## config.mk

```make
export PLATFORM = sky130hd
export DESIGN_NAME = irc_top
export DESIGN_NICKNAME = d
export VERILOG_FILES = /design/src/design/irc_pkg.sv /design/src/design/irc_divword.sv /design/src/design/irc_top.sv
export SDC_FILE = /design/constraint.sdc
export NUM_CORES = 1
export LEC_CHECK = 0
export ABC_AREA = 0
export BUFFER_PORTS_ARGS = -buffer_cell sky130_fd_sc_hd__buf_2
export CAP_MARGIN = 20
export CELL_PAD_IN_SITES_DETAIL_PLACEMENT = 2
export CELL_PAD_IN_SITES_GLOBAL_PLACEMENT = 2
export CORE_MARGIN = 4
export CORE_UTILIZATION = 26
export CTS_BUF_LIST = sky130_fd_sc_hd__clkbuf_4
export DETAILED_ROUTE_END_ITERATION = 8
export MAX_ROUTING_LAYER = met4
export PLACE_DENSITY_LB_ADDON = 0.1
export SLEW_MARGIN = 5
export SYNTH_ARGS = -nofsm -noshare
export SYNTH_HDL_FRONTEND = slang
export SYNTH_HIERARCHICAL = 1
export SYNTH_SLANG_ARGS = --single-unit
```

## constraint.sdc

```tcl
create_clock -name aclk -period 3.8 [get_ports aclk]
set_input_delay 0.38 -clock aclk [delete_from_list [all_inputs] [get_ports aclk]]
set_output_delay 0.38 -clock aclk [all_outputs]
set_load 0.01 [all_outputs]
```

## src/design/irc_pkg.sv

```systemverilog
// Package for the input receiver configuration block: register map, field
// positions, reset values and the packed structs that carry decoded controls.
// Assumes a 32-bit AXI4-Lite register bus with one register per aligned word.
package irc_pkg;

  // Printed offsets are not multiples of four, so they are word indices.
  localparam logic [11:0] IRC_IDX_RX_CTRL = 12'h01a;
  localparam logic [11:0] IRC_IDX_MODE_FB = 12'h01b;
  localparam int IRC_ADDR_W = 12;
  localparam int IRC_REG_W = 8;

  // Fields of input_receiver_control.
  localparam int IRC_RX_TEST_EN = 7;
  localparam int IRC_RX_SEC_DIFF = 6;
  localparam int IRC_RX_PRI_DIFF = 5;
  localparam int IRC_RX_SEC_EN = 4;
  localparam int IRC_RX_PRI_EN = 3;
  localparam int IRC_RX_PD_CTRL = 2;
  localparam int IRC_RX_OSC_SEL = 1;
  localparam int IRC_RX_OSC_DIFF = 0;

  // Fields of receiver_mode_and_feedback_control.
  localparam int IRC_MF_TEST_BYP = 7;
  localparam int IRC_MF_FB_BYP = 6;
  localparam int IRC_MF_ZD_INT = 5;
  localparam int IRC_MF_FB_OSC = 4;
  localparam int IRC_MF_ZD_SEL = 3;
  localparam int IRC_MF_ZD_DIFF = 2;
  localparam int IRC_MF_SEC_SEL = 1;
  localparam int IRC_MF_PRI_SEL = 0;

  localparam logic [7:0] IRC_RX_CTRL_RST = 8'h00;
  localparam logic [7:0] IRC_MODE_FB_RST = 8'h00;

  // Divider word widths of the loop's test-reference and feedback dividers.
  localparam int IRC_TEST_DIV_W = 6;
  localparam int IRC_FB_DIV_W = 10;

  localparam logic [1:0] IRC_RESP_OKAY = 2'h0;
  localparam logic [1:0] IRC_RESP_SLVERR = 2'h2;

  // Controls for one analog receiver.
  typedef struct packed {
    logic enable;
    logic differential;
    logic pin_select;
  } irc_rx_ctrl_t;

  // Feedback path selection of the input loop.
  typedef enum logic [1:0] {
    IRC_FB_OSC = 2'b00,
    IRC_FB_ZD_EXT = 2'b01,
    IRC_FB_ZD_INT = 2'b10
  } irc_fb_path_t;

endpackage : irc_pkg

```

## src/design/irc_divword.sv

```systemverilog
// Effective divider word of one divider: bypass or a word of 0 or 1 gives one.
// Assumes the raw divide word and bypass bit are static configuration levels.
`timescale 1ns/1ps
module irc_divword #(
  parameter int WIDTH = 6
) (
  // Clock and reset
  input wire logic aclk,
  input wire logic aresetn,
  // Configuration
  input wire logic [WIDTH-1:0] word,
  input wire logic bypass,
  // Result
  output logic [WIDTH-1:0] ratio,
  output logic divide_by_one
);
  localparam logic [WIDTH-1:0] ONE = WIDTH'(1);

  initial begin
    if (WIDTH < 2) $error("irc_divword: WIDTH must be at least 2");
  end

  logic one_nxt;

  assign one_nxt = bypass || (word <= ONE);

  // The ratio leaves a flip-flop so downstream counters see a glitch-free word.
  always_ff @(posedge aclk) begin
    if (!aresetn) begin
      ratio <= ONE;
      divide_by_one <= 1'b1;
    end else begin
      ratio <= one_nxt ? ONE : word;
      divide_by_one <= one_nxt;
    end
  end
endmodule : irc_divword

```

## src/design/irc_top.sv

```systemverilog
// Configuration registers and decode for the receivers of the input loop.
// Assumes an AXI4-Lite master on aclk; divider words come from elsewhere.
//
// Notes on behaviour
// - Test-reference receiver enable bit, resets off.
// - Secondary reference differential when mode bit set.
// - Primary reference differential when mode bit set.
// - Power-down control clear keeps both references enabled.
// - Power-down control set: bits 4,3 enable receivers.
// - Oscillator input differential when mode bit set.
// - Single-ended oscillator: set selects negative pin.
// - Bypass bits force test and feedback dividers.
// - Feedback source bit picks oscillator or zero-delay.
// - Zero-delay mode bit picks internal or external.
// - Zero-delay receiver differential when mode bit set.
// - Single-ended zero-delay pin chosen by select bit.
// - Single-ended secondary pin chosen by bit 1.
// - Single-ended primary pin chosen by bit 0.
// - Test-reference divider six bits, one to 63.
// - Feedback divider ten bits, one to 1023.
//
// Added by the designer: register access over AXI4-Lite.
`timescale 1ns/1ps
module irc_top
  import irc_pkg::*;
#(
  parameter int TEST_DIV_W = IRC_TEST_DIV_W,
  parameter int FB_DIV_W = IRC_FB_DIV_W
) (
  // Clock and reset
  input wire logic aclk,
  input wire logic aresetn,
  // AXI4-Lite write address
  input wire logic [31:0] s_axi_awaddr,
  input wire logic [2:0] s_axi_awprot,
  input wire logic s_axi_awvalid,
  output logic s_axi_awready,
  // AXI4-Lite write data
  input wire logic [31:0] s_axi_wdata,
  input wire logic [3:0] s_axi_wstrb,
  input wire logic s_axi_wvalid,
  output logic s_axi_wready,
  // AXI4-Lite write response
  output logic [1:0] s_axi_bresp,
  output logic s_axi_bvalid,
  input wire logic s_axi_bready,
  // AXI4-Lite read address
  input wire logic [31:0] s_axi_araddr,
  input wire logic [2:0] s_axi_arprot,
  input wire logic s_axi_arvalid,
  output logic s_axi_arready,
  // AXI4-Lite read data
  output logic [31:0] s_axi_rdata,
  output logic [1:0] s_axi_rresp,
  output logic s_axi_rvalid,
  input wire logic s_axi_rready,
  // Divider words held by the neighbouring registers
  input wire logic [TEST_DIV_W-1:0] test_div_word,
  input wire logic [FB_DIV_W-1:0] fb_div_word,
  // Receiver controls
  output irc_rx_ctrl_t primary_reference_input_ctrl,
  output irc_rx_ctrl_t secondary_reference_input_ctrl,
  output irc_rx_ctrl_t oscillator_input_ctrl,
  output irc_rx_ctrl_t zero_delay_input_ctrl,
  output logic test_reference_input_en,
  // Input loop feedback and dividers
  output irc_fb_path_t input_loop_fb_path,
  output logic [TEST_DIV_W-1:0] test_div_ratio,
  output logic test_div_is_one,
  output logic [FB_DIV_W-1:0] fb_div_ratio,
  output logic fb_div_is_one
);

  initial begin
    if (TEST_DIV_W != IRC_TEST_DIV_W) $error("irc_top: test divider must be 6 bits");
    if (FB_DIV_W != IRC_FB_DIV_W) $error("irc_top: feedback divider must be 10 bits");
  end

  // Word index from a byte address; unaligned bits decode away, high bits must be zero for is_mapped.
  function automatic logic [IRC_ADDR_W-1:0] word_index(input logic [31:0] addr);
    word_index = addr[IRC_ADDR_W+1:2];
  endfunction : word_index

  function automatic logic is_mapped(input logic [31:0] addr);
    logic [IRC_ADDR_W-1:0] idx;
    idx = word_index(addr);
    is_mapped = (addr[31:IRC_ADDR_W+2] == '0)
      && (idx == IRC_IDX_RX_CTRL || idx == IRC_IDX_MODE_FB);
  endfunction : is_mapped

  logic [IRC_REG_W-1:0] rx_ctrl_r;
  logic [IRC_REG_W-1:0] mode_fb_r;

  // Write channel: address and data are latched independently, in either order.
  logic aw_held_r;
  logic w_held_r;
  logic [31:0] awaddr_r;
  logic [31:0] wdata_r;
  logic [3:0] wstrb_r;
  logic bvalid_r;
  logic [1:0] bresp_r;
  logic wr_go;

  assign s_axi_awready = !aw_held_r && !bvalid_r;
  assign s_axi_wready = !w_held_r && !bvalid_r;
  assign wr_go = aw_held_r && w_held_r && !bvalid_r;
  assign s_axi_bvalid = bvalid_r;
  assign s_axi_bresp = bresp_r;

  always_ff @(posedge aclk) begin
    if (!aresetn) begin
      aw_held_r <= 1'b0;
      awaddr_r <= 32'h0000_0000;
    end else if (s_axi_awvalid && s_axi_awready) begin
      aw_held_r <= 1'b1;
      awaddr_r <= s_axi_awaddr;
    end else if (wr_go) begin
      aw_held_r <= 1'b0;
    end
  end

  always_ff @(posedge aclk) begin
    if (!aresetn) begin
      w_held_r <= 1'b0;
      wdata_r <= 32'h0000_0000;
      wstrb_r <= 4'h0;
    end else if (s_axi_wvalid && s_axi_wready) begin
      w_held_r <= 1'b1;
      wdata_r <= s_axi_wdata;
      wstrb_r <= s_axi_wstrb;
    end else if (wr_go) begin
      w_held_r <= 1'b0;
    end
  end

  always_ff @(posedge aclk) begin
    if (!aresetn) begin
      bvalid_r <= 1'b0;
      bresp_r <= IRC_RESP_OKAY;
    end else if (wr_go) begin
      bvalid_r <= 1'b1;
      bresp_r <= is_mapped(awaddr_r) ? IRC_RESP_OKAY : IRC_RESP_SLVERR;
    end else if (s_axi_bready) begin
      bvalid_r <= 1'b0;
    end
  end

  // Only byte lane 0 carries register bits; other lanes are accepted and dropped.
  always_ff @(posedge aclk) begin
    if (!aresetn) begin
      rx_ctrl_r <= IRC_RX_CTRL_RST;
    end else if (wr_go && wstrb_r[0] && is_mapped(awaddr_r)
                 && word_index(awaddr_r) == IRC_IDX_RX_CTRL) begin
      rx_ctrl_r <= wdata_r[IRC_REG_W-1:0];
    end
  end

  always_ff @(posedge aclk) begin
    if (!aresetn) begin
      mode_fb_r <= IRC_MODE_FB_RST;
    end else if (wr_go && wstrb_r[0] && is_mapped(awaddr_r)
                 && word_index(awaddr_r) == IRC_IDX_MODE_FB) begin
      mode_fb_r <= wdata_r[IRC_REG_W-1:0];
    end
  end

  // Read channel: one read under way, answered the cycle after the address.
  logic rvalid_r;
  logic [31:0] rdata_r;
  logic [1:0] rresp_r;

  assign s_axi_arready = !rvalid_r;
  assign s_axi_rvalid = rvalid_r;
  assign s_axi_rdata = rdata_r;
  assign s_axi_rresp = rresp_r;

  always_ff @(posedge aclk) begin
    if (!aresetn) begin
      rvalid_r <= 1'b0;
      rdata_r <= 32'h0000_0000;
      rresp_r <= IRC_RESP_OKAY;
    end else if (s_axi_arvalid && s_axi_arready) begin
      rvalid_r <= 1'b1;
      // Reads have no side effects; unused upper bits read as zero.
      if (!is_mapped(s_axi_araddr)) begin
        rdata_r <= 32'h0000_0000;
        rresp_r <= IRC_RESP_SLVERR;
      end else if (word_index(s_axi_araddr) == IRC_IDX_RX_CTRL) begin
        rdata_r <= {24'h00_0000, rx_ctrl_r};
        rresp_r <= IRC_RESP_OKAY;
      end else begin
        rdata_r <= {24'h00_0000, mode_fb_r};
        rresp_r <= IRC_RESP_OKAY;
      end
    end else if (s_axi_rready) begin
      rvalid_r <= 1'b0;
    end
  end

  // Receiver decode is combinational from the stored bits.
  logic fb_from_osc;
  logic zd_internal;

  assign fb_from_osc = mode_fb_r[IRC_MF_FB_OSC];
  assign zd_internal = mode_fb_r[IRC_MF_ZD_INT];

  assign test_reference_input_en = rx_ctrl_r[IRC_RX_TEST_EN];

  always_comb begin
    // Until power-down control is armed both references stay on.
    primary_reference_input_ctrl.enable =
      !rx_ctrl_r[IRC_RX_PD_CTRL] || rx_ctrl_r[IRC_RX_PRI_EN];
    primary_reference_input_ctrl.differential = rx_ctrl_r[IRC_RX_PRI_DIFF];
    primary_reference_input_ctrl.pin_select = mode_fb_r[IRC_MF_PRI_SEL];
    secondary_reference_input_ctrl.enable =
      !rx_ctrl_r[IRC_RX_PD_CTRL] || rx_ctrl_r[IRC_RX_SEC_EN];
    secondary_reference_input_ctrl.differential = rx_ctrl_r[IRC_RX_SEC_DIFF];
    secondary_reference_input_ctrl.pin_select = mode_fb_r[IRC_MF_SEC_SEL];
  end

  always_comb begin
    // The oscillator receiver always runs; it also drives the local clock tree.
    oscillator_input_ctrl.enable = 1'b1;
    oscillator_input_ctrl.differential = rx_ctrl_r[IRC_RX_OSC_DIFF];
    // A set select means the negative pin, only meaningful when single-ended.
    oscillator_input_ctrl.pin_select = rx_ctrl_r[IRC_RX_OSC_SEL];
  end

  always_comb begin
    // The zero-delay receiver is needed only for external zero-delay feedback.
    zero_delay_input_ctrl.enable = !fb_from_osc && !zd_internal;
    zero_delay_input_ctrl.differential = mode_fb_r[IRC_MF_ZD_DIFF];
    zero_delay_input_ctrl.pin_select = mode_fb_r[IRC_MF_ZD_SEL];
  end

  always_comb begin
    // The zero-delay mode bit is ignored while the oscillator feeds the loop.
    if (fb_from_osc) begin
      input_loop_fb_path = IRC_FB_OSC;
    end else if (zd_internal) begin
      input_loop_fb_path = IRC_FB_ZD_INT;
    end else begin
      input_loop_fb_path = IRC_FB_ZD_EXT;
    end
  end

  // Effective divide ratios; bypass and words 0 or 1 all mean divide-by-one.
  irc_divword #(
    .WIDTH(TEST_DIV_W)
  ) u_test_div (
    .aclk(aclk),
    .aresetn(aresetn),
    .word(test_div_word),
    .bypass(mode_fb_r[IRC_MF_TEST_BYP]),
    .ratio(test_div_ratio),
    .divide_by_one(test_div_is_one)
  );

  irc_divword #(
    .WIDTH(FB_DIV_W)
  ) u_fb_div (
    .aclk(aclk),
    .aresetn(aresetn),
    .word(fb_div_word),
    .bypass(mode_fb_r[IRC_MF_FB_BYP]),
    .ratio(fb_div_ratio),
    .divide_by_one(fb_div_is_one)
  );

  // Protection bits carry no meaning for this block.
  logic unused_prot;
  assign unused_prot = ^{s_axi_awprot, s_axi_arprot, wdata_r[31:IRC_REG_W], wstrb_r[3:1]};

endmodule : irc_top

```

==> results of run 1 <==
## through the flow
stage	setup slack (ns)	area (um2)	std cells
after global placement	1.55	4200	691
after floorplan	1.93	3620	428
after CTS	1.54	4360	707
final	1.60	4400	709
after global routing	1.39	4400	709
after detailed placement	1.51	4200	691
## logic make-up (layout without fill, tap and decap cells)
family	Yosys count	after routing	synth area share, %
AND/OR/NAND/NOR	173	173	24.4
buffers and inverters	58	163	10.0
AO/OA/AOI/OAI	59	59	9.12
multiplexers	24	24	6.82
flip-flops	87	87	49.4
other	2	27	0.213
## power groups by stage
stage / Clock [mW] / Sequential [mW] / Combinational, mW
after global placement: 0 / 0.995 / 0.205
after detailed placement: 0 / 0.998 / 0.211
after global routing: 0.674 / 0.983 / 0.246
after floorplan: 0 / 0.998 / 0.132
after CTS: 0.637 / 0.977 / 0.212
final: 0.598 / 0.976 / 0.214
## worst max-delay path by stage
stage,cells after the start,endpoint,slack (ns)
detailed placement,5,s_axi_rdata[2]$_SDFFE_PN0P_,1.51
global placement,5,s_axi_rdata[6]$_SDFFE_PN0P_,1.55
finish,4,mode_fb_r[0]$_SDFFE_PN0P_,1.60
floorplan,4,s_axi_rdata[6]$_SDFFE_PN0P_,1.93
global route,4,rx_ctrl_r[0]$_SDFFE_PN0P_,1.39
CTS,4,mode_fb_r[0]$_SDFFE_PN0P_,1.54
## per-layer routing
layer	routed length, um	vias to the layer above	global-route usage [%]	share of wire (%)
met5	0	-	-	0
li1	-	1523	-	-
met2	5080	73	21.8	50
met3	423	13	3.17	4.2
met1	4410	1407	15.6	44
met4	180	0	5.42	1.8
## cell type report
type	instances	area [um2]
clock buffers	12	90.1
inverters	7	26.3
repair buffers	140	729
multi-input cells	283	1520
clock inverters	4	70.1
flip-flops and latches	87	1740
well taps	176	220
fillers	1571	8840
## layout by cell type (no fill, tap or decap), types with 2 or more instances in the layout
cell | synthesis | layout
nor2b_1 | 4 | 4
mux2i_1 | 24 | 24
nor2_1 | 9 | 9
and2_1 | 14 | 14
nand4_1 | 2 | 2
a21oi_1 | 43 | 43
conb_1 | 2 | 27
clkinv_2 | 0 | 2
nand2b_1 | 3 | 3
nor4_1 | 8 | 8
inv_1 | 6 | 6
or4_4 | 2 | 2
a211oi_1 | 2 | 2
nor4_4 | 3 | 3
o21ai_0 | 2 | 2
o21ai_1 | 9 | 9
clkbuf_4 | 0 | 12
buf_2 | 0 | 138
and2_2 | 2 | 2
nor4b_1 | 2 | 2
bufinv_16 | 0 | 2
dfxtp_1 | 87 | 87
nand2_1 | 113 | 113
## registers in the layout (all words and copies together), names as in the netlist
register / count
s_axi_rdata: 8
s_axi_bresp: 1
u_fb_div/divide_by_one: 1
rx_ctrl_r: 8
w_held_r: 1
s_axi_rresp: 1
mode_fb_r: 8
awaddr_r: 30
u_fb_div/ratio: 10
u_test_div/divide_by_one: 1
s_axi_rvalid: 1
aw_held_r: 1
s_axi_bvalid: 1
wstrb_r: 1
u_test_div/ratio: 6
wdata_r: 8
==> reports/results.tsv, run 1 <==
metric	value	unit
static leakage	1.89	nW
Synth top cells by count	113 x nand2_1, 87 x dfxtp_1, 43 x a21oi_1	
Core Area	0.0132	mm2
Hold WS	0.0975	ns
Yosys Warn Count	6	
CTS H-tree depth	3	
Final Power	1.79	mW
post-synthesis sequential area ratio	49.4	%
RePlAce Congestion	0.714	
period utilization	57.8	%
#FFs+latches synth	87	
Initial Utilization	26.6	%
Synth area leaders	dfxtp_1 49%, nand2_1 12%, buf_4 7.7%, mux2i_1 6.8%, a21oi_1 6.1%	
Final Core Density	33.2	%
maximum clock frequency	456	MHz
Internal	1.33	mW
reg-to-reg endpoint	mode_fb_r[0]$_SDFFE_PN0P_	
Hold Fails Final Rpt	0	
Psw	0.456	mW
hold_buf cts	0	
critical path type	reg2reg	
Max IR drop VDD	0.000132	V
Row Count	42	
antenna-violating nets left	0	
CP bufs+invs	0	
Worst Path Required	4.17	ns
ys async rst share	0	%
RSZ-0062 raised after global routing	false	
Max stage delay cell, worst path	nor4_4	
critical-path cell list	nor4bb_1 > nand4_1 > nor4_4 > mux2i_1	
count of input and output buffers	138	
Hold Crit Class	in2reg	
Pins Over Slew Limit	0	
Cells on Worst Hold Path	2	
clk_skew	0.0164	ns
vias	3016	
initial drt markers	62	
first-pass GRT wire length	16200	um
Detail Placement HPWL	7850	um
NumNets Final	657	
ANT cells	0	
data arrival time of the worst path	2.56	ns
max incr delay on CP	0.81	ns
R2R setup slack	1.60	ns
layout cells sized above 1	31.7	%
# IOs	203	
antenna violations before repair	0	
startpoint types	register	
Setup violations, final	0	
cell count after synthesis	403	
Worst setup startpoint	awaddr_r[6]$_SDFFE_PN0P_	
critical path's top delay family	simple AND/OR/NAND/NOR gates	
Die Ht	124	um
clock net sink count	87	
Net Sw Frac	25.5	%
setup repair bufs after CTS	0	
max-cap viol count	0	
pin count of the biggest net entering global routing	46	
Yosys cell types	36	
Hold EP	s_axi_rvalid$_SDFFE_PN0P_	
Sequential Power Share	54.6	%
FF-to-FF path depth	4	
Max Root-Sink Buffers	2	
setup tns final	0	ns
worst-path maximum fanout	8	
pwr dens	406	mW/mm2
reg2reg start	awaddr_r[6]$_SDFFE_PN0P_	
slew margin rel.	45.5	%
EDFF count, synth	0	
Die Wd	124	um
drt drc	0	
start point of the worst hold path	s_axi_rready	
Comb pwr share	12.0	%
Avg Cell Area, Syn	8.75	um2
drt pass-1 iters	4	
count leader, synth	nand2_1	
via/cell ratio	4.25	
global route overflow	0	
synth-to-layout area growth	24.9	%
Post-Synthesis Cell Area	0.00352	mm2
Slew @ Worst Pin	0.812	ns
cts repair resizes	0	
commonest register cell after synthesis	dfxtp_1	
final wirelength	10100	um
Clock Pin Slew Worst Setup and Hold Paths	0.14	ns
Setup crit end kind	register	
post-synth top area share	49.4	%
worst skew pair latency	0.45	ns
WL/cell	14.2	um
Yosys top cell by area	dfxtp_1	
die footprint	0.0155	mm2
gr usage total	13.3	%
CTS Buf Count	9	
CTS tree	done	
status	complete, no violations	
CTS Root Cell	clkbuf_4	
clock power share	33.4	%
Final Critical Period	2.20	ns
vias in the first global route	3276	
No activity file was read; power rests on OpenSTA's default activity.
==> run 2, diff against run 1 <==
--- a/config.mk
+++ b/config.mk
@@ -11,7 +11,7 @@
 export CELL_PAD_IN_SITES_DETAIL_PLACEMENT = 2
 export CELL_PAD_IN_SITES_GLOBAL_PLACEMENT = 2
 export CORE_MARGIN = 4
-export CORE_UTILIZATION = 26
+export CORE_UTILIZATION = 22
 export CTS_BUF_LIST = sky130_fd_sc_hd__clkbuf_4
 export DETAILED_ROUTE_END_ITERATION = 8
 export MAX_ROUTING_LAYER = met4
==> constraint.sdc (replaced) <==
create_clock -name aclk -period 2 [get_ports aclk]
set_input_delay 0.2 -clock aclk [delete_from_list [all_inputs] [get_ports aclk]]
set_output_delay 0.2 -clock aclk [all_outputs]
set_load 0.01 [all_outputs]
==> run 2 against run 1 <==
Against the previous run:
- clock skew grew 0.0033 ns
- combinational power is 140% higher
- die area is 17% higher
- critical path depth up 2
- non-clock buffer count increased by 70
- flip-flop and latch count did not move
- core utilization shrank 0.31 points
- register-to-register slack worse by 1.3 ns
- sequential power up 90%
==> reports/results.tsv, run 2 (synthesis results as in run 1) <==
metric	value	unit	change
reg2reg start	awaddr_r[6]$_SDFFE_PN0P_		unchanged
CTS Buf Count	9		unchanged
first-pass GRT wire length	18400	um	was 16200 um
RePlAce Congestion	0.668		was 0.714
reg-to-reg endpoint	rx_ctrl_r[3]$_SDFFE_PN0P_		was mode_fb_r[0]$_SDFFE_PN0P_
Hold EP	s_axi_rresp[1]$_SDFFE_PN0P_		was s_axi_rvalid$_SDFFE_PN0P_
slew margin rel.	59.6	%	was 45.5%
met1 global-route usage	14.1	%	was 15.6%
biggest regs	awaddr_r: 30 flops, u_fb_div/ratio: 10 flops		unchanged
Final Critical Period	1.84	ns	
period utilization	92.2	%	
Clock Pin Slew Worst Setup and Hold Paths	0.14	ns	about the same
data arrival time of the worst path	2.20	ns	was 2.56 ns
WL/cell	13.7	um	was 14.2 um
Setup crit end kind	register		unchanged
Hold Crit Class	in2reg		unchanged
Setup WS pre-CTS	0.134	ns	was 1.51 ns
R2R setup slack	0.26	ns	was 1.60 ns
CTS H-tree depth	3		unchanged
drt pass-1 iters	4		unchanged
die footprint	0.0181	mm2	was 0.0155 mm2
Die Wd	135	um	was 124 um
Max IR drop VDD	0.000333	V	was 0.000132 V
Die Ht	135	um	was 124 um
Row Count	46		was 42
setup tns final	0	ns	unchanged
NumNets Final	727		was 657
Setup WS post-layout	0.156	ns	was 1.60 ns
Slew @ Worst Pin	0.605	ns	was 0.812 ns
synth-to-layout area growth	47.3	%	was 24.9%
drt drc	0		unchanged
status	complete, no violations		unchanged
maximum clock frequency	542	MHz	
most frequent cells in the layout	138 x buf_2, 113 x nand2_1, 87 x dfxtp_1, 61 x dlygate4sd3_1, 43 x a21oi_1		was 138 x buf_2, 113 x nand2_1, 87 x dfxtp_1, 43 x a21oi_1, 27 x conb_1
Detail Placement HPWL	8330	um	was 7850 um
start point of the worst hold path	s_axi_araddr[30]		was s_axi_rready
clk_skew	0.0197	ns	was 0.0164 ns
RSZ-0062 raised after global routing	false		unchanged
Hold Fails Final Rpt	0		unchanged
CTS tree	done		unchanged
antenna-violating nets left	0		unchanged
clock net sink count	87		unchanged
Most flops, register	awaddr_r		unchanged
pin count of the biggest net entering global routing	29		was 46
startpoint types	input pin		was register
static leakage	2.20	nW	was 1.89 nW
vias in the first global route	3651		was 3276
max-cap viol count	0		unchanged
GR peak layer	met2		unchanged
Setup violations, final	0		unchanged
fillers	1857		was 1571
gr usage total	13.2	%	was 13.3%
most common cell after layout, fill and taps aside	buf_2		unchanged
worst skew pair latency	0.46	ns	was 0.45 ns
via/cell ratio	4.06		was 4.25
layout cells sized above 1	29.7	%	was 31.7%
initial drt markers	54		was 62
count of input and output buffers	138		unchanged
Core Area	0.0158	mm2	was 0.0132 mm2
max reg flops	30		unchanged
Cells on Worst Hold Path	4		was 2
final wirelength	11300	um	was 10100 um
Hold WS	0.163	ns	was 0.0975 ns
Final Power	3.64	mW	was 1.79 mW
critical path type	in2reg		was reg2reg
routing usage on met3	3.50	%	was 3.17%
pwr dens	700	mW/mm2	was 406 mW/mm2
worst-path maximum fanout	24		was 8
CTS Root Cell	clkbuf_4		unchanged
FF-to-FF path depth	6		was 4
Worst Path Required	2.35	ns	was 4.17 ns
vias	3332		was 3016
Initial Utilization	22.4	%	was 26.6%
# IOs	203		unchanged
antenna violations before repair	0		unchanged
Max Root-Sink Buffers	2		unchanged
global route overflow	0		unchanged
grt met2 use	23.6	%	was 21.8%
Pins Over Slew Limit	0		unchanged
run 2: metal layers:
layer  share of wire [%]  routed length (um)  up-vias
li1                    -                   -     1664
met1                  40                4520     1580
met2                  54                6070       78
met3                 4.8                 543       10
met4                 1.4                 153        0
met5                   0                   0        -
run 2: report_power, final:
part | internal [mW] | total [mW] | switching [mW]
logic | 0.253 | 0.513 | 0.260
registers | 1.81 | 1.85 | 0.0400
clock network | 0.646 | 1.27 | 0.623
run 2: through the flow:
stage | instances | utilization [%] | cell area [um2]
after floorplan | 428 | - | 3620
final | 821 | 32.9 | 5190
after detailed placement | 741 | 27.8 | 4380
after global placement | 741 | 27.8 | 4380
after global routing | 819 | 32.9 | 5190
after CTS | 818 | 32.8 | 5170
run 2: worst max-delay path by stage:
stage | start | to | slack, ns | cells after the start
CTS | aresetn | u_test_div/ratio[0]$_SDFF_PP1_ | 0.05 | 6
finish | aresetn | u_test_div/divide_by_one$_SDFF_PN1_ | 0.16 | 6
global route | awaddr_r[9]$_SDFFE_PN0P_ | mode_fb_r[7]$_SDFFE_PN0P_ | 0.006 | 6
global placement | s_axi_araddr[9] | s_axi_rdata[7]$_SDFFE_PN0P_ | 0.16 | 6
detailed placement | s_axi_araddr[9] | s_axi_rdata[5]$_SDFFE_PN0P_ | 0.13 | 6
floorplan | awaddr_r[7]$_SDFFE_PN0P_ | mode_fb_r[0]$_SDFFE_PN0P_ | 0.27 | 4
run 2: area by class of cell:
class / instances / area [um2] / area share, %
sequential: 87 / 1740 / 33.5
multi-input combinational: 283 / 1530 / 29.5
timing repair buffer: 210 / 1430 / 27.6
tap: 216 / 270 / 5.20
clock inverter: 6 / 108 / 2.07
clock buffer: 10 / 75.1 / 1.45
inverter: 7 / 26.3 / 0.506
antenna: 2 / 5.00 / 0.0964
run 2: worst max-delay path, stage by stage:
cell	delay, ns
dlygate4sd3_1	0.53
buf_2	0.16
buf_4	0.27
nor2b_2	0.33
o21ai_1	0.12
dlygate4sd3_1	0.57
run 2: repair_timing:
| item | in CTS | in global routing |
|---|---|---|
| gates resized for setup | 0 | 2 |
| endpoints found under the hold margin | 60 | 0 |
| hold buffers | 61 | 0 |
| buffers inserted | 0 | 1 |
| setup endpoints to repair | 0 | 3 |
==> run 3, diff against run 2 <==
--- a/config.mk
+++ b/config.mk
@@ -14,6 +14,7 @@
 export CORE_UTILIZATION = 22
 export CTS_BUF_LIST = sky130_fd_sc_hd__clkbuf_4
 export DETAILED_ROUTE_END_ITERATION = 8
+export GPL_TIMING_DRIVEN = 0
 export MAX_ROUTING_LAYER = met4
 export PLACE_DENSITY_LB_ADDON = 0.1
 export SLEW_MARGIN = 5
==> run 3 against run 2 <==
Against the previous run:
- sequential power about the same
- sequential share of layout area decreased by 0.97 points
- combinational power increased by 6.8%
- first-iteration DRC count increased by 3.7%
- clock-buffer cell count decreased by 1
- worst hold slack got worse by 0.12 ns
- critical path depth decreased by 1
- power decreased by 6.4%
- core utilization increased by 0.98 points
- via count increased by 4.6%
- largest cell class unchanged
==> reports/results.tsv, run 3 (synthesis results as in run 1) <==
metric	value	unit	change
reg-to-reg endpoint	rx_ctrl_r[2]$_SDFFE_PN0P_		was rx_ctrl_r[3]$_SDFFE_PN0P_
Pins Over Slew Limit	0		unchanged
pin count of the biggest net entering global routing	18		was 29
RePlAce Congestion	0.673		was 0.668
area of the multi-input gates	0.00152	mm2	was 0.00153 mm2
Die Wd	135	um	unchanged
static leakage	2.32	nW	was 2.20 nW
Hold Crit Class	in2reg		unchanged
WL/cell	13.9	um	was 13.7 um
initial drt markers	56		was 54
Max IR drop VDD	0.000222	V	was 0.000333 V
first-pass GRT wire length	18900	um	was 18400 um
CTS Root Cell	clkbuf_4		unchanged
Detail Placement HPWL	9000	um	was 8330 um
RSZ-0062 raised after global routing	false		unchanged
R2R setup slack	0.19	ns	was 0.26 ns
drt drc	0		unchanged
# IOs	203		unchanged
max reg flops	30		unchanged
count of input and output buffers	138		unchanged
Clock Pin Slew Worst Setup and Hold Paths	0.15	ns	was 0.14 ns
Most flops, register	awaddr_r		unchanged
Row Count	46		unchanged
setup tns final	0	ns	unchanged
Non-Filler Instances	860		was 821
worst-path maximum fanout	8		was 24
period utilization	90.7	%	was 92.2%
synth-to-layout area growth	51.7	%	was 47.3%
reg2reg start	awaddr_r[21]$_SDFFE_PN0P_		was awaddr_r[6]$_SDFFE_PN0P_
Worst Path Required	2.39	ns	was 2.35 ns
FF-to-FF path depth	5		was 6
maximum clock frequency	551	MHz	was 542 MHz
critical path type	reg2reg		was in2reg
gr usage total	13.6	%	was 13.2%
Final Critical Period	1.81	ns	was 1.84 ns
Setup violations, final	0		unchanged
layout cells sized above 1	32.0	%	was 29.7%
CTS tree	done		unchanged
Hold EP	s_axi_bvalid$_SDFFE_PN0P_		was s_axi_rresp[1]$_SDFFE_PN0P_
CTS Buf Count	9		unchanged
Setup crit end kind	register		unchanged
Core Area	0.0158	mm2	unchanged
clock net sink count	87		unchanged
Cells on Worst Hold Path	4		unchanged
ANT cells	0		was 2
via/cell ratio	4.05		was 4.06
Die Ht	135	um	unchanged
slew margin rel.	44.9	%	was 59.6%
startpoint types	register		was input pin
vias in the first global route	3864		was 3651
dpl cells	782		was 741
Slew @ Worst Pin	0.820	ns	was 0.605 ns
max-cap viol count	0		unchanged
status	complete, no violations		unchanged
most frequent cells in the layout	138 x buf_2, 113 x nand2_1, 87 x dfxtp_1, 59 x dlygate4sd3_1, 43 x a21oi_1		was 138 x buf_2, 113 x nand2_1, 87 x dfxtp_1, 61 x dlygate4sd3_1, 43 x a21oi_1
Initial Utilization	22.4	%	unchanged
fillers	1907		was 1857
antenna-violating nets left	0		unchanged
Hold Fails Final Rpt	0		unchanged
vias	3485		was 3332
drt pass-1 iters	4		unchanged
die footprint	0.0181	mm2	unchanged
final wirelength	11900	um	was 11300 um
cts repair resizes	0		unchanged
biggest regs	awaddr_r: 30 flops, u_fb_div/ratio: 10 flops		unchanged
worst skew pair latency	0.47	ns	was 0.46 ns
start point of the worst hold path	s_axi_bready		was s_axi_araddr[30]
most common cell after layout, fill and taps aside	buf_2		unchanged
clk_skew	0.0198	ns	was 0.0197 ns
antenna violations before repair	0		unchanged
CTS H-tree depth	3		unchanged
NumNets Final	768		was 727
pwr dens	637	mW/mm2	was 700 mW/mm2
Max Root-Sink Buffers	2		unchanged
global route overflow	0		unchanged
data arrival time of the worst path	2.20	ns	about the same
Storage cell area	0.00174	mm2	unchanged
Final Core Density	33.9	%	was 32.9%
==> run 3: changes by cell type in the layout (fill, tap and decap cells not counted), moves of 3 or more <==
cell       change
buf_4         +30
clkbuf_1      +15
inv_6          +3
bufinv_16      -3
==> run 3: worst max-delay path, cell delays in order (launching register included) <==
cell and delay, ns:
dfxtp_1 0.35, nor4_1 0.35, nand4_1 0.32, nor4_4 0.34
buf_12 0.18, mux2i_1 0.20
==> run 3: repair_timing <==
item,CTS,global route
pin swaps,2,1
setup buffers,2,1
endpoints found under the hold margin,58,0
endpoints found under the setup margin,16,8
hold buffers,59,0
==> run 3: area by class of cell <==
type | instances | area share, %
sequential | 87 | 32.6
buffer | 51 | 6.11
tap | 216 | 5.05
inverter | 7 | 0.491
clock buffer | 9 | 1.26
clock inverter | 7 | 1.15
timing repair buffer | 200 | 24.9
multi-input combinational | 283 | 28.5
==> run 3: routing by layer <==
layer / track usage (%) / part of all wire, % / wire length [um] / vias up
met4: 4.47 / 1.7 / 201 / 0
met5: - / 0 / 0 / -
met1: 14.5 / 40 / 4790 / 1645
met2: 25.4 / 54 / 6480 / 78
li1: - / - / - / 1746
met3: 2.46 / 3.7 / 437 / 16
==> run 3: worst max path at each step <==
stage                                         start                         to  slack [ns]  depth (start not counted)
final                     awaddr_r[21]$_SDFFE_PN0P_  rx_ctrl_r[2]$_SDFFE_PN0P_        0.19                          5
after global routing      awaddr_r[21]$_SDFFE_PN0P_  rx_ctrl_r[0]$_SDFFE_PN0P_        0.02                          5
after CTS                  awaddr_r[6]$_SDFFE_PN0P_  mode_fb_r[2]$_SDFFE_PN0P_        0.11                          5
after detailed placement   awaddr_r[6]$_SDFFE_PN0P_  rx_ctrl_r[2]$_SDFFE_PN0P_       -0.21                          4
after global placement     awaddr_r[7]$_SDFFE_PN0P_  mode_fb_r[1]$_SDFFE_PN0P_       -0.21                          4
after floorplan            awaddr_r[7]$_SDFFE_PN0P_  mode_fb_r[0]$_SDFFE_PN0P_        0.27                          4
==> run 3: power by group <==
part	internal [mW]	switching (mW)
logic	0.275	0.274
registers	1.82	0.0403
clock network	0.282	0.717
total	2.37	1.03
==> run 3: per-stage QoR <==
stage / worst slack (ns) / instance area, um2 / total power, mW / hold slack [ns]
2_1_floorplan: 0.272 / 3620 / 2.15 / 0.296
5_1_grt: 0.0159 / 5350 / 3.62 / 0.0464
6_report: 0.186 / 5350 / 3.40 / 0.0450
3_5_place_dp: -0.215 / 4580 / 2.36 / 0.397
3_3_place_gp: -0.211 / 4580 / 2.34 / 0.388
4_1_cts: 0.107 / 5340 / 3.47 / 0.0140
